**src/hdl/disp_bus_pkg.sv**
```systemverilog
package disp_bus_pkg;
    // Clock period in ns (20 MHz)
    localparam int CLK_NS = 50;
    // Write strobe timing, ns, least values
    localparam int WR_LOW_NS = 170;
    localparam int WR_HIGH_NS = 85;
    localparam int WR_SETUP_NS = 85;
    // Read strobe timing, ns, least values
    localparam int RD_LOW_NS = 300;
    localparam int RD_HIGH_NS = 300;
    localparam int RD_HOLD_NS = 150;
    // Display reset pulse width, ns (own choice)
    localparam int RST_LOW_NS = 10000;
    // Cycle counts, least times rounded up
    localparam int WR_LOW_CYC = (WR_LOW_NS + CLK_NS - 1) / CLK_NS;
    localparam int WR_HIGH_CYC = (WR_HIGH_NS + CLK_NS - 1) / CLK_NS;
    localparam int WR_SETUP_CYC = (WR_SETUP_NS + CLK_NS - 1) / CLK_NS;
    localparam int RD_LOW_CYC = (RD_LOW_NS + CLK_NS - 1) / CLK_NS;
    localparam int RD_HIGH_CYC = (RD_HIGH_NS + CLK_NS - 1) / CLK_NS;
    localparam int RD_HOLD_CYC = (RD_HOLD_NS + CLK_NS - 1) / CLK_NS;
    localparam int RST_LOW_CYC = (RST_LOW_NS + CLK_NS - 1) / CLK_NS;
    localparam int CNT_W = 8;

    // Display-side pin bundle
    typedef struct packed {
        logic select_n;
        logic register_select;
        logic read_n;
        logic write_n;
        logic display_reset_n;
    } disp_ctrl_t;

    // User request
    typedef struct packed {
        logic is_read;
        logic register_select;
        logic [7:0] data;
    } disp_req_t;

    typedef enum logic [2:0] {
        ST_IDLE = 3'b000,
        ST_SETUP = 3'b001,
        ST_STROBE = 3'b010,
        ST_HOLD = 3'b011,
        ST_RECOVER = 3'b100,
        ST_RESET = 3'b101
    } state_t;
endpackage

```
**src/hdl/display_parallel_bus_master.sv**
```systemverilog
`timescale 1ns/100ps
`default_nettype none
// Functional notes
// All transfers use one 8-bit two-way bus; display drives it on reads only.
// Select held low for the whole access; high means no operation.
// Status read: select 0, register select 0, read 0, write 1.
// Index write: select 0, register select 0, read 1, write 0.
// Graphics RAM read: select 0, register select 1, read 0, write 1.
// Data write: select 0, register select 1, read 1, write 0.
// Register select low picks index/status, high picks RAM/register data.
// Each write pulses write strobe low while data is driven.
// Display reset driven low for a pulse to initialise the display.
// Each read pulses read strobe low and captures the bus byte.
// Bus drivers released before read strobe; driven only during writes.
module display_parallel_bus_master (
    input wire logic clock,
    input wire logic rst,
    input wire logic req_valid,
    output logic req_ready,
    input wire disp_bus_pkg::disp_req_t req,
    input wire logic reset_req,
    output logic rd_valid,
    output logic [7:0] rd_data,
    output var disp_bus_pkg::disp_ctrl_t ctrl,
    input wire logic [7:0] display_data_bus_in,
    output logic [7:0] display_data_bus_out,
    output logic display_data_bus_oe
);
    disp_bus_pkg::state_t state_r, state_nxt;
    logic [disp_bus_pkg::CNT_W-1:0] cnt_r, cnt_nxt;
    disp_bus_pkg::disp_req_t cur_r, cur_nxt;
    disp_bus_pkg::disp_ctrl_t ctrl_r, ctrl_nxt;
    logic oe_r, oe_nxt;
    logic [7:0] rd_data_r, rd_data_nxt;
    logic rd_valid_r, rd_valid_nxt;
    logic boot_r, boot_nxt;

    localparam logic [7:0] C_WR_SETUP = 8'(disp_bus_pkg::WR_SETUP_CYC);
    localparam logic [7:0] C_WR_LOW = 8'(disp_bus_pkg::WR_LOW_CYC);
    localparam logic [7:0] C_WR_HIGH = 8'(disp_bus_pkg::WR_HIGH_CYC);
    localparam logic [7:0] C_RD_LOW = 8'(disp_bus_pkg::RD_LOW_CYC);
    localparam logic [7:0] C_RD_HIGH = 8'(disp_bus_pkg::RD_HIGH_CYC);
    localparam logic [7:0] C_RD_HOLD = 8'(disp_bus_pkg::RD_HOLD_CYC);
    localparam logic [7:0] C_RST_LOW = 8'(disp_bus_pkg::RST_LOW_CYC);

    // Accept only when idle and the reset pulse has finished
    assign req_ready = (state_r == disp_bus_pkg::ST_IDLE) && !boot_r
        && !reset_req;

    // Transfer sequencer
    always_comb begin
        state_nxt = state_r;
        cnt_nxt = cnt_r;
        cur_nxt = cur_r;
        ctrl_nxt = ctrl_r;
        oe_nxt = oe_r;
        rd_data_nxt = rd_data_r;
        rd_valid_nxt = 1'b0;
        boot_nxt = boot_r;
        unique case (state_r)
            disp_bus_pkg::ST_IDLE: begin
                ctrl_nxt.select_n = 1'b1; // No operation while idle
                ctrl_nxt.read_n = 1'b1;
                ctrl_nxt.write_n = 1'b1;
                oe_nxt = 1'b0;
                if (boot_r || reset_req) begin
                    ctrl_nxt.display_reset_n = 1'b0; // Init pulse
                    cnt_nxt = C_RST_LOW;
                    boot_nxt = 1'b0;
                    state_nxt = disp_bus_pkg::ST_RESET;
                end else if (req_valid) begin
                    cur_nxt = req;
                    ctrl_nxt.select_n = 1'b0; // Held low whole access
                    // Low: index/status, high: RAM/data
                    ctrl_nxt.register_select = req.register_select;
                    // Read leaves bus released before strobe
                    oe_nxt = !req.is_read;
                    cnt_nxt = req.is_read ? 8'h01 : C_WR_SETUP;
                    state_nxt = disp_bus_pkg::ST_SETUP;
                end
            end
            disp_bus_pkg::ST_SETUP: begin
                if (cnt_r <= 8'h01) begin
                    if (cur_r.is_read) begin
                        ctrl_nxt.read_n = 1'b0; // Read strobe
                        cnt_nxt = C_RD_LOW;
                    end else begin
                        ctrl_nxt.write_n = 1'b0; // Write strobe
                        cnt_nxt = C_WR_LOW;
                    end
                    state_nxt = disp_bus_pkg::ST_STROBE;
                end else begin
                    cnt_nxt = cnt_r - 8'h01;
                end
            end
            disp_bus_pkg::ST_STROBE: begin
                if (cnt_r <= 8'h01) begin
                    ctrl_nxt.read_n = 1'b1;
                    ctrl_nxt.write_n = 1'b1;
                    if (cur_r.is_read) begin
                        // Sample at the rising read edge
                        rd_data_nxt = display_data_bus_in;
                        rd_valid_nxt = 1'b1;
                        cnt_nxt = C_RD_HOLD;
                    end else begin
                        cnt_nxt = 8'h01; // Data held past rising edge
                    end
                    state_nxt = disp_bus_pkg::ST_HOLD;
                end else begin
                    cnt_nxt = cnt_r - 8'h01;
                end
            end
            disp_bus_pkg::ST_HOLD: begin
                if (cnt_r <= 8'h01) begin
                    ctrl_nxt.select_n = 1'b1;
                    oe_nxt = 1'b0; // Drive only during writes
                    cnt_nxt = cur_r.is_read ? C_RD_HIGH : C_WR_HIGH;
                    state_nxt = disp_bus_pkg::ST_RECOVER;
                end else begin
                    cnt_nxt = cnt_r - 8'h01;
                end
            end
            disp_bus_pkg::ST_RECOVER: begin
                // Strobe-high time before the next access
                if (cnt_r <= 8'h01) begin
                    state_nxt = disp_bus_pkg::ST_IDLE;
                end else begin
                    cnt_nxt = cnt_r - 8'h01;
                end
            end
            disp_bus_pkg::ST_RESET: begin
                if (cnt_r <= 8'h01) begin
                    ctrl_nxt.display_reset_n = 1'b1;
                    state_nxt = disp_bus_pkg::ST_IDLE;
                end else begin
                    cnt_nxt = cnt_r - 8'h01;
                end
            end
            default: begin
                state_nxt = disp_bus_pkg::ST_IDLE;
            end
        endcase
    end

    // Registers; reset runs one display reset pulse after release
    always_ff @(posedge clock) begin
        if (rst) begin
            state_r <= disp_bus_pkg::ST_IDLE;
            cnt_r <= 8'h00;
            cur_r <= '0;
            ctrl_r <= 5'h1F;
            oe_r <= 1'b0;
            rd_data_r <= 8'h00;
            rd_valid_r <= 1'b0;
            boot_r <= 1'b1;
        end else begin
            state_r <= state_nxt;
            cnt_r <= cnt_nxt;
            cur_r <= cur_nxt;
            ctrl_r <= ctrl_nxt;
            oe_r <= oe_nxt;
            rd_data_r <= rd_data_nxt;
            rd_valid_r <= rd_valid_nxt;
            boot_r <= boot_nxt;
        end
    end

    assign ctrl = ctrl_r;
    assign display_data_bus_oe = oe_r;
    assign display_data_bus_out = cur_r.data; // Stable from setup on
    assign rd_data = rd_data_r;
    assign rd_valid = rd_valid_r;

    // Write low width counter for checks
    logic [7:0] wl_cnt_r;
    always_ff @(posedge clock) begin
        if (rst || ctrl_r.write_n) begin
            wl_cnt_r <= 8'h00;
        end else begin
            wl_cnt_r <= wl_cnt_r + 8'h01;
        end
    end

    a_strobe_needs_select: assert property (@(posedge clock) disable iff (rst)
        (!ctrl.read_n || !ctrl.write_n) |-> !ctrl.select_n)
        else $error("strobe active with select high");
    a_no_drive_on_read: assert property (@(posedge clock) disable iff (rst)
        !ctrl.read_n |-> !display_data_bus_oe)
        else $error("bus driven during read");
    a_write_drives_bus: assert property (@(posedge clock) disable iff (rst)
        !ctrl.write_n |-> display_data_bus_oe && $stable(display_data_bus_out))

        else $error("write without stable data");
    a_setup_before_wr: assert property (@(posedge clock) disable iff (rst)
        $fell(ctrl.write_n) |-> $past(display_data_bus_oe, 2))
        else $error("write data setup too short");
    a_wr_low_width: assert property (@(posedge clock) disable iff (rst)
        $rose(ctrl.write_n) |-> wl_cnt_r >= C_WR_LOW)
        else $error("write low pulse too short");
    a_rd_low_width: assert property (@(posedge clock) disable iff (rst)
        $fell(ctrl.read_n) |-> !ctrl.read_n [*6])
        else $error("read low pulse too short");
    a_rd_capture: assert property (@(posedge clock) disable iff (rst)
        $rose(ctrl.read_n) |-> rd_valid &&
        rd_data == $past(display_data_bus_in))
        else $error("read byte not captured");
    a_no_both_strobes: assert property (@(posedge clock) disable iff (rst)
        !(!ctrl.read_n && !ctrl.write_n))
        else $error("both strobes low");
    a_rs_stable: assert property (@(posedge clock) disable iff (rst)
        !ctrl.select_n && !$rose(ctrl.select_n) && $past(!ctrl.select_n)
        |-> $stable(ctrl.register_select))
        else $error("register select moved in access");
    a_oe_only_write: assert property (@(posedge clock) disable iff (rst)
        display_data_bus_oe |-> !cur_r.is_read && !ctrl.select_n)
        else $error("bus driven outside write");
    a_reset_pulse: assert property (@(posedge clock) disable iff (rst)
        $fell(ctrl.display_reset_n) |-> !ctrl.display_reset_n [*8])
        else $error("display reset pulse too short");

    c_write: cover property (@(posedge clock) $rose(ctrl.write_n));
    c_read: cover property (@(posedge clock) rd_valid);
    c_reset: cover property (@(posedge clock) $rose(ctrl.display_reset_n));
    c_status: cover property (@(posedge clock)
        !ctrl.read_n && !ctrl.register_select);
endmodule
`default_nettype wire

```
**config.mk**
```make
export PLATFORM = sky130hd
export DESIGN_NAME = display_parallel_bus_master
export DESIGN_NICKNAME = d
export VERILOG_FILES = /design/src/hdl/disp_bus_pkg.sv /design/src/hdl/display_parallel_bus_master.sv
export SDC_FILE = /design/constraint.sdc
export NUM_CORES = 1
export LEC_CHECK = 0
export BUFFER_PORTS_ARGS = -buffer_cell sky130_fd_sc_hd__buf_2
export CAP_MARGIN = 10
export CORE_MARGIN = 5
export CORE_UTILIZATION = 57
export CTS_BUF_LIST = sky130_fd_sc_hd__clkbuf_4 sky130_fd_sc_hd__clkbuf_8
export DETAILED_ROUTE_END_ITERATION = 10
export PLACE_DENSITY = 0.84
export SLEW_MARGIN = 20
export SYNTH_ARGS = -nofsm -noshare
export SYNTH_HDL_FRONTEND = slang
export SYNTH_SLANG_ARGS = --single-unit
```
**constraint.sdc**
```tcl
create_clock -name clock -period 2.95 [get_ports clock]
set_input_delay 0.4425 -clock clock [delete_from_list [all_inputs] [get_ports clock]]
set_output_delay 0.4425 -clock clock [all_outputs]
set_load 0.02 [all_outputs]
```
---- Word-level counts from Yosys, hierarchy flattened ----
Cells that the tools add are included.
W data, S select, Z words.
storage, ports and cells
  register bits after elaboration ......... 36
  word-level logic and storage cells ...... 89
  output and inout bits ................... 24
cells by class
  equality and inequality tests ........... 15
  magnitude comparators ................... 1
  add/sub/neg operators ................... 1
  reductions and logical operators ........ 22
  multiplexer cells ....................... 34
  bitwise logic cells ..................... 3
operator list
  operator               number
  $mux W8                6
  $pmux W8 S5            1
  $mux W3                7
  $pmux W3 S5            1
  $mux W2                7
  $ne A2 B2 Y1 const B   7
  $reduce_and A3 Y1      4
  $le A8 B1 Y1 const B   1
  $mux W1                8
  $reduce_and A4 Y1      2
  $sub A8 B1 Y8 const B  1
  $eq A3 B2 Y1 const B   2
  $eq A3 B3 Y1 const B   2
  $pmux W1 S2            3
  $pmux W2 S3            1
  $reduce_and A5 Y1      1
  $reduce_bool A5 Y1     1
  $ne A2 B1 Y1 const B   2
  $reduce_and A2 Y1      2
  $reduce_bool A2 Y1     2
  $eq A3 B1 Y1 const B   1
  $logic_not A1 Y1       3
  $logic_not A3 Y1       1
  $ne A3 B2 Y1 const B   1
  other kinds (6)        9

---- Depth between registers and ports, before layout ----
Gate-level depths: netlist (run 1).
  depth in word-level cells ............... 4
  mapped depth ............................ 8

---- Least setup slack after synthesis (run 1) ----
No wires, ideal clock.
  path type ............................... reg2reg
  start point ............................. register state_r[1]
  end point ............................... register cnt_r[0] (netlist bit)
  cell stages (with the launch flop) ...... 6
  setup time .............................. 0.091 ns
  arrival ................................. 1.823 ns
  required time ........................... 2.859 ns
  path buffers ............................ 1
  slack ................................... 1.036 ns
  cells stage by stage .................... dfxtp_1 > clkbuf_1 > or3_1 > nor3_1 > o21ai_0 > a311oi_1
between the ends
  word-level cells in the longest chain between the ends .. 4
  elaborated cells between the ends (all ways) .. 12
  those cells by class .................... 7 x eq/ne; 1 x mux; 4 x reduce/logical
ends and longest elaborated chain
  item                                                                 RTL line                            text
  from (decl)                                                          display_parallel_bus_master.sv:29   disp_bus_pkg::state_t state_r, state_nxt;
  from (signal assigned)                                               display_parallel_bus_master.sv:148  state_r <= disp_bus_pkg::ST_IDLE;
  from (signal assigned)                                               display_parallel_bus_master.sv:157  state_r <= state_nxt;
  $eq A3 B3 Y1                                                         display_parallel_bus_master.sv:60   unique case (state_r)
  $reduce_or A2 Y1 (no line)                                           -
  $reduce_bool A5 Y1 (no line) / $ne A2 B2 Y1 (equally long branches)  -
  $reduce_and A3 Y1 (no line)                                          -
  to (signal assigned)                                                 display_parallel_bus_master.sv:158  cnt_r <= cnt_nxt;
  to (decl)                                                            display_parallel_bus_master.sv:30   logic [disp_bus_pkg::CNT_W-1:0] cnt_r, cnt_nxt;
Several ways; a longest one is shown, not always the timed one.
A chain may end at the register's enable or synchronous reset.

---- Worst setup path after layout (run 1) ----
  start point ............................. register state_r[1]
  end point ............................... output req_ready
between the ends
  word-level cells in the longest chain between the ends .. 3
ends and longest elaborated chain
  item                 RTL line                           text
  $logic_not A3 Y1     display_parallel_bus_master.sv:47  assign req_ready = (state_r == disp_bus_pkg::ST_IDLE) && !boot_r
  $logic_and A1 B1 Y1  display_parallel_bus_master.sv:47
  $logic_and A1 B1 Y1  display_parallel_bus_master.sv:48  && !reset_req;
  to (decl)            display_parallel_bus_master.sv:19  output logic req_ready,
Every way passes these cells.

==> results of run 1 <==
power groups by stage:
| stage | sequential [uW] | combinational (uW) | clock, uW |
|---|---|---|---|
| after floorplan | 692 | 928 | 0 |
| after global placement | 732 | 1120 | 0 |
| after detailed placement | 736 | 1140 | 0 |
| after CTS | 726 | 1150 | 363 |
| after global routing | 748 | 1280 | 391 |
| final | 732 | 1180 | 361 |
state kept, by name, summed over array words and instances (netlist names):
signal / cells
ctrl: 5
display_data_bus_out: 8
rd_valid: 1
cur_r: 1
rd_data: 8
boot_r: 1
display_data_bus_oe: 1
cnt_r: 8
state_r: 3
kinds of logic after synthesis:
kind of cell               count (synthesis)  share of synthesized area [%]
xor gates and xnor gates                   3                           1.35
muxes                                      8                           4.10
AOI/OAI and AO/OA                         68                           24.4
adders and majority gates                  2                           1.28
buffers and inverters                     32                           8.21
and+or+nand+nor                           91                           23.8
DFF                                       36                           36.9
metrics by stage:
step	cell area, um^2	utilization [%]	power [uW]	std cells
2_1_floorplan	1950	-	1620	240
3_3_place_gp	2120	63.6	1850	309
3_5_place_dp	2120	63.6	1880	309
4_1_cts	2200	66.0	2240	317
5_1_grt	2200	66.0	2420	317
6_report	2200	66.0	2270	317
area by class of cell:
cell class	instances	area, um^2	share of cell area (%)
multi-input cells	172	1070	48.6
repair buffers	48	248	11.2
inverters	7	26.3	1.19
clock inverters	3	42.5	1.93
flip-flops and latches	36	721	32.7
well taps	46	57.6	2.61
clock buffers	5	37.5	1.70
worst max-delay path, cell delays in order, from the launching register on:
cell	delay, ns
dfxtp_1	0.53
or3_1	0.53
nor3_1	0.32
buf_2	0.24
layout by cell type (no fill, tap or decap), types with 2 or more instances in the layout:
| cell | instances |
|---|---|
| inv_1 | 7 |
| a32oi_1 | 3 |
| buf_4 | 3 |
| ha_1 | 2 |
| dfxtp_1 | 36 |
| a31oi_1 | 3 |
| o21ai_0 | 6 |
| or3_1 | 4 |
| a41oi_1 | 3 |
| a21o_1 | 3 |
| o31ai_1 | 10 |
| nand3_1 | 5 |
| a21oi_1 | 20 |
| nand2b_1 | 4 |
| nand3b_1 | 2 |
| nor2b_1 | 2 |
| nand2_1 | 28 |
| mux2i_1 | 8 |
| nand4_1 | 4 |
| o32ai_1 | 3 |
| a311oi_1 | 3 |
| nor3_2 | 2 |
| buf_2 | 45 |
| clkbuf_4 | 5 |
| nor2_1 | 21 |
| nor3_1 | 9 |
| a221oi_1 | 2 |
| xnor2_1 | 3 |
worst max-delay path by stage:
stage,to,slack [ns],depth (start not counted)
6_report,req_ready,0.53,3
3_3_place_gp,rd_data[2]$_SDFFE_PP0P_,0.93,4
3_5_place_dp,cnt_r[5]$_SDFFE_PP0P_,0.86,6
5_1_grt,req_ready,0.48,3
4_1_cts,req_ready,0.60,3
2_1_floorplan,cnt_r[0]$_SDFFE_PP0P_,1.04,5
layer usage:
layer	routed length (um)	global-route usage, %
met1	2130	29.3
met2	2340	34.4
met3	384	7.13
met4	111	11.2
met5	0	0
==> out/metrics.yaml, run 1 <==
holdPathStages: 3
fmax_mhz: 414
ys_ff_latch: 36
finalHoldViolCount: 0
ir_drop_mv: 0.701
postRouteWirelength_um: 4970
power_frac_comb_pct: 52.0
cts-hold-fix-buffers: 0
clock_sinks: 36
first_iter_violations: 203
p_leak_uw: 0.000941
hold_end: "ctrl[3]$_SDFFE_PP1P_"
insertion_delay_ns: 0.36
synth.yosys.seq_area_share_pct: 36.9
synthTopCellsByArea: "dfxtp_1 37%, nand2_1 5.4%, a21oi_1 5.1%, mux2i_1 4.1%, nor2_1 4.0%"
drt_first_pass_iters: 4
hold_ws_ns: 0.301
cp-end-kind: "output pin"
cts_setup_buffers: 0
synth_area_per_cell_um2: 8.13
crit_fanout: 20
criticalPathCategory: "reg -> out"
yosys.area.top_type: "dfxtp_1"
synthMostInstantiatedCell: "dfxtp_1"
dp.final_hpwl_um: 3380
period_share_pct: 82.0
p_sw_uw: 1060
cts_max_level: 2
tightest_slew_ns: 0.700
grt_pass1_vias: 1743
wl_per_cell_um: 15.7
via_per_inst: 6.15
p_int_uw: 1220
clkSlewWorstSetupHoldPaths_ns: 0.12
gr-usage-all-layers_pct: 22.8
max-slew-margin-rel_pct: 53.3
rows: 21
arrival_ns: 1.98
die_w_um: 68.5
async_flop_share_pct: 0
ctsResizeCount: 0
finalNetCount: 294
initial_utilization_pct: 58.5
syn_inst: 240
core_mm2: 0.00334
syn_nets: 264
period_minus_slack_ns: 2.42
synth_top_cell_area_share_pct: 36.9
dp_worst_setup_slack_ns: 0.861
cts_made_buffers: 5
start_kind: "flop"
port_buffers: 45
rr_worst_depth: 6
num_vias: 1949
diodes: 0
r2r_start: "cnt_r[0]$_SDFFE_PP0P_"
p_seq_share_pct: 32.2
antenna_found_initial: 0
area_growth_pct: 12.9
min_from: "req[8]"
place_congestion: 0.882
drive_gt1_share_pct: 23.6
status: "finished, final reports clean"
finClkSkew_ns: 0.00433
remaining_drc_errors: 0
cts_root_buf: "clkbuf_4"
critPathRequiredTime_ns: 2.51
grt_max_degree: 41
syn_area_mm2: 0.00195
setup_violations: 0
p_clk_share_pct: 15.9
drv_cap: 0
min_path_type: "in -> reg"
p_per_area_mw_per_mm2: 1030
detail-route-antenna-nets: 0
grt_pass1_wl_um: 8090
synth_top_flop_cell: "dfxtp_1"
p_sw_share_pct: 46.6
globalRouteOverflowTotal: 0
rsz0062_at_grt: "false"
synth_commonest_cells: "36 x dfxtp_1, 28 x nand2_1, 21 x nor2_1"
synth.distinct_cells: 52
ys.warnings.count: 0
r2r_end: "cnt_r[5]$_SDFFE_PP0P_"
die-area_mm2: 0.00469
finalMaxSlewViolations: 0
fin_ws_ns: 0.532
clk_path_buf_depth: 2
critical_path.startpoint: "state_r[1]$_SDFFE_PP0P_"
synth-edff-count: 0
setup_tns_ns: 0
cts_tree: "yes"
reg2reg_slack_ns: 0.76
pin_count: 46
die_y_um: 68.5
n_fill_cell: 311
Power figures use the tool's default switching activity.
==> run 2: changes to the inputs <==
--- a/config.mk
+++ b/config.mk
@@ -8,10 +8,10 @@
 export BUFFER_PORTS_ARGS = -buffer_cell sky130_fd_sc_hd__buf_2
 export CAP_MARGIN = 10
 export CORE_MARGIN = 5
-export CORE_UTILIZATION = 57
+export CORE_UTILIZATION = 55
 export CTS_BUF_LIST = sky130_fd_sc_hd__clkbuf_4 sky130_fd_sc_hd__clkbuf_8
 export DETAILED_ROUTE_END_ITERATION = 10
-export PLACE_DENSITY = 0.84
+export PLACE_DENSITY = 0.81
 export SLEW_MARGIN = 20
 export SYNTH_ARGS = -nofsm -noshare
 export SYNTH_HDL_FRONTEND = slang
==> constraint.sdc (replaced) <==
create_clock -name clock -period 2.35 [get_ports clock]
set_input_delay 0.3525 -clock clock [delete_from_list [all_inputs] [get_ports clock]]
set_output_delay 0.3525 -clock clock [all_outputs]
set_load 0.02 [all_outputs]
==> run 2 against run 1 <==
Compared with the run above: clock skew rose by 0.0016 ns; via count fell by 2.5%; critical path depth did not move; combinational power rose by 22%; setup slack got worse by 0.34 ns; first-iteration DRC count fell by 13%; die area rose by 3.1%; sequential power rose by 24%; clock-buffer cell count rose by 2; worst hold slack got worse by 0.086 ns; global-route usage fell by 3.3 points; largest cell class unchanged.
==> out/metrics.yaml, run 2 (synthesis results as in run 1) <==
status: "finished, final reports clean"
diodes: 0
port_buffers: 45
period_minus_slack_ns: 2.16
postRouteWirelength_um: 4600
period_share_pct: 91.9
path_cells: "or3_1, nor3_1, buf_2"
drive_gt1_share_pct: 24.2
area_growth_pct: 12.9
insertion_delay_ns: 0.34
finalNetCount: 296
grtUsageMet3_pct: 5.36
grt_pass1_wl_um: 7790
fin_ws_ns: 0.191
max-slew-margin-rel_pct: 54.2
ir_drop_mv: 0.918
slowest_delay_ns: 0.51
finalHoldViolCount: 0
ctsResizeCount: 0
first_iter_violations: 176
cts_root_buf: "clkbuf_4"
criticalPathCategory: "reg -> out"
p_per_area_mw_per_mm2: 1230
fmax_mhz: 463
grt_max_degree: 41
die-area_mm2: 0.00484
initial_utilization_pct: 57.6
setup_violations: 0
cp-end-kind: "output pin"
cts_tree: "yes"
clkSlewWorstSetupHoldPaths_ns: 0.11
drv_cap: 0
gr-usage-all-layers_pct: 19.6
setup_tns_ns: 0
pin_count: 46
drt_first_pass_iters: 4
crit_slowest_cell: "dfxtp_1"
clk_path_buf_depth: 2
grt_pass1_vias: 1689
busiest_layer: "met2"
tightest_slew_ns: 0.687
finClkSkew_ns: 0.00588
wl_per_cell_um: 14.4
min_path_type: "in -> reg"
finalMaxSlewViolations: 0
critPathTopFamily: "simple AND/OR/NAND/NOR gates"
use_met2_pct: 31.3
remaining_drc_errors: 0
p_leak_uw: 0.000945
rsz0062_at_grt: "false"
cts_setup_buffers: 0
num_vias: 1901
cts_made_buffers: 5
core_mm2: 0.00339
use_met1_pct: 25.4
cts_max_level: 2
via_per_inst: 5.96
layout_common_cells: "45 x buf_2, 36 x dfxtp_1, 28 x nand2_1"
dp_worst_setup_slack_ns: 0.306
die_y_um: 69.6
detail-route-antenna-nets: 0
mostFrequentLayoutCell: "buf_2"
clock_sinks: 36
cts-hold-fix-buffers: 0
crit_buf_inv: 1
antenna_found_initial: 0
critPathRequiredTime_ns: 2.00
arrival_ns: 1.81
rows: 21
globalRouteOverflowTotal: 0
start_kind: "flop"
die_w_um: 69.6
place_congestion: 0.954
crit_fanout: 17
dp.final_hpwl_um: 3310
-- run 2: cell count changes in the layout (fill, tap and decap cells not counted) --
cell | before | now
buf_4 | 3 | 5
bufinv_16 | 1 | 0
clkbuf_4 | 5 | 6
clkbuf_8 | 0 | 1
clkinv_2 | 1 | 0
-- run 2: report_power, final --
group	internal [uW]	switching, uW	total (uW)
logic	582	861	1440
registers	728	182	910
clock network	158	210	368
total	1470	1250	2720
-- run 2: metal layers --
metal	vias to the layer above	routed length, um	part of all wire [%]
met3	5	339	7.4
met4	0	36	0.78
met5	-	0	0
li1	939	-	-
met1	881	2040	44
met2	76	2190	48
-- run 2: final timing paths --
| path | start | to | slack (ns) | depth (start not counted) |
|---|---|---|---|---|
| worst max-delay path | state_r[2]$_SDFFE_PP0P_ | req_ready | 0.19 | 3 |
| worst min-delay path | req[8] | ctrl[3]$_SDFFE_PP1P_ | 0.22 | 3 |
| worst max register to register | cnt_r[0]$_SDFFE_PP0P_ | cnt_r[5]$_SDFFE_PP0P_ | 0.21 | 6 |
| worst min register to register | display_data_bus_out[4]$_SDFFE_PP0P_ | display_data_bus_out[4]$_SDFFE_PP0P_ | 0.46 | 2 |
-- run 2: tightest hold or removal path, stage by stage --
cell and delay [ns]:
buf_2 0.07, nand2_1 0.04, nand3b_1 0.06
-- run 2: per-stage QoR --
stage / hold slack [ns] / utilization (%) / power (uW) / instance area (um^2) / std cells
2_1_floorplan: 0.437 / - / 2030 / 1950 / 240
3_3_place_gp: 0.439 / 63.1 / 2320 / 2140 / 311
3_5_place_dp: 0.446 / 63.1 / 2330 / 2140 / 311
4_1_cts: 0.201 / 65.0 / 2700 / 2200 / 319
5_1_grt: 0.200 / 65.0 / 2930 / 2200 / 319
6_report: 0.215 / 65.0 / 2720 / 2200 / 319
-- run 2: layout make-up --
class                      count  area (um^2)
clock inverter                 1         7.51
timing repair buffer          50          263
inverter                       7         26.3
clock buffer                   7         58.8
tap                           46         57.6
sequential                    36          721
fill                         295         1180
multi-input combinational    172         1070
==> run 3: changes to the inputs <==
==> constraint.sdc (replaced) <==
create_clock -name clock -period 2.41 [get_ports clock]
set_input_delay 0.3615 -clock clock [delete_from_list [all_inputs] [get_ports clock]]
set_output_delay 0.3615 -clock clock [all_outputs]
set_load 0.02 [all_outputs]
==> run 3 against run 2 <==
Compared with the run above: clock-buffer cell count down 2; critical path depth unchanged; routed wire length up 0.46%; sequential power down 2.3%; clock skew up 0.010 ns; die area unchanged; via count down 1.1%; final area down 0.79%; register-to-register slack better by 0.04 ns; total power down 3.6%; largest power group unchanged.
==> out/metrics.yaml, run 3 (synthesis results as in run 1) <==
total_power_uw: 2620
period_minus_slack_ns: 2.18
insertion_delay_ns: 0.35
rows: 21
hold_ws_ns: 0.224
crit_fanout: 19
die_w_um: 69.6
p_per_area_mw_per_mm2: 1200
arrival_ns: 1.82
status: "finished, final reports clean"
clk_path_buf_depth: 2
setup_tns_ns: 0
initial_utilization_pct: 57.6
min_path_type: "in -> reg"
wl_per_cell_um: 14.5
postRouteWirelength_um: 4620
layout_common_cells: "45 x buf_2, 36 x dfxtp_1, 28 x nand2_1"
start_kind: "flop"
cts_tree: "yes"
num_vias: 1880
cp-end-kind: "output pin"
power_frac_comb_pct: 53.8
p_seq_share_pct: 33.9
finClkSkew_ns: 0.0159
globalRouteOverflowTotal: 0
via_per_inst: 5.91
die-area_mm2: 0.00484
drt_first_pass_iters: 5
cts_root_buf: "clkbuf_4"
mostFrequentLayoutCell: "buf_2"
fmax_mhz: 458
core_mm2: 0.00339
place_congestion: 0.901
critPathRequiredTime_ns: 2.05
tightest_slew_ns: 0.678
pin_count: 46
grt_max_degree: 41
cts_setup_buffers: 0
diodes: 0
criticalPathCategory: "reg -> out"
die_y_um: 69.6
cts-hold-fix-buffers: 0
grt_pass1_wl_um: 7760
finalMaxSlewViolations: 0
gr-usage-all-layers_pct: 19.2
drv_cap: 0
p_leak_uw: 0.000941
finalNetCount: 295
fin_cells: 318
p_int_uw: 1390
detail-route-antenna-nets: 0
p_clk_share_pct: 12.3
dp.final_hpwl_um: 3260
max-slew-margin-rel_pct: 54.8
finalHoldViolCount: 0
port_buffers: 45
drive_gt1_share_pct: 23.9
antenna_found_initial: 0
setup_violations: 0
clkSlewWorstSetupHoldPaths_ns: 0.11
placed_cells: 310
first_iter_violations: 174
cts_max_level: 2
remaining_drc_errors: 0
ctsResizeCount: 0
ir_drop_mv: 0.855
rsz0062_at_grt: "false"
grt_pass1_vias: 1704
p_sw_share_pct: 47.0
area_growth_pct: 12.1
period_share_pct: 90.5
p_sw_uw: 1230
utilization_pct: 64.5
clock_sinks: 36
cts_made_buffers: 5
## run 3: cell type report
type,count,area [um^2]
fillers,296,1200
multi-input cells,172,1070
flip-flops and latches,36,721
repair buffers,49,255
well taps,46,57.6
clock buffers,5,37.5
inverters,7,26.3
clock inverters,3,18.8
## run 3: final timing paths
kind / from / to / slack [ns] / cells after the start
max: state_r[2]$_SDFFE_PP0P_ / req_ready / 0.23 / 3
min reg2reg: display_data_bus_out[4]$_SDFFE_PP0P_ / display_data_bus_out[4]$_SDFFE_PP0P_ / 0.45 / 2
max reg2reg: cnt_r[0]$_SDFFE_PP0P_ / cnt_r[5]$_SDFFE_PP0P_ / 0.25 / 6
min: req[8] / ctrl[3]$_SDFFE_PP1P_ / 0.22 / 3
## run 3: critical path, cell delays in order (launching register included)
cell     delay [ns]
dfxtp_1        0.52
or3_1          0.44
nor3_1         0.28
buf_2          0.23
## run 3: routing by layer
metal / vias up / track usage (%) / part of all wire (%)
li1: 939 / - / -
met4: 0 / 7.81 / 1.4
met3: 7 / 4.64 / 7.5
met2: 75 / 30.3 / 47
met1: 859 / 24.9 / 44
met5: - / 0 / 0
## run 3: per-stage QoR
step	instance area, um^2	setup WS (ns)
2_1_floorplan	1950	0.496
3_3_place_gp	2130	0.417
3_5_place_dp	2130	0.372
4_1_cts	2190	0.249
5_1_grt	2190	0.0678
6_report	2190	0.228
## run 3: power by group through the flow
stage | sequential (uW) | combinational [uW] | clock [uW]
2_1_floorplan | 847 | 1140 | 0
3_3_place_gp | 894 | 1370 | 0
3_5_place_dp | 898 | 1370 | 0
4_1_cts | 884 | 1380 | 335
5_1_grt | 913 | 1550 | 364
6_report | 889 | 1410 | 322
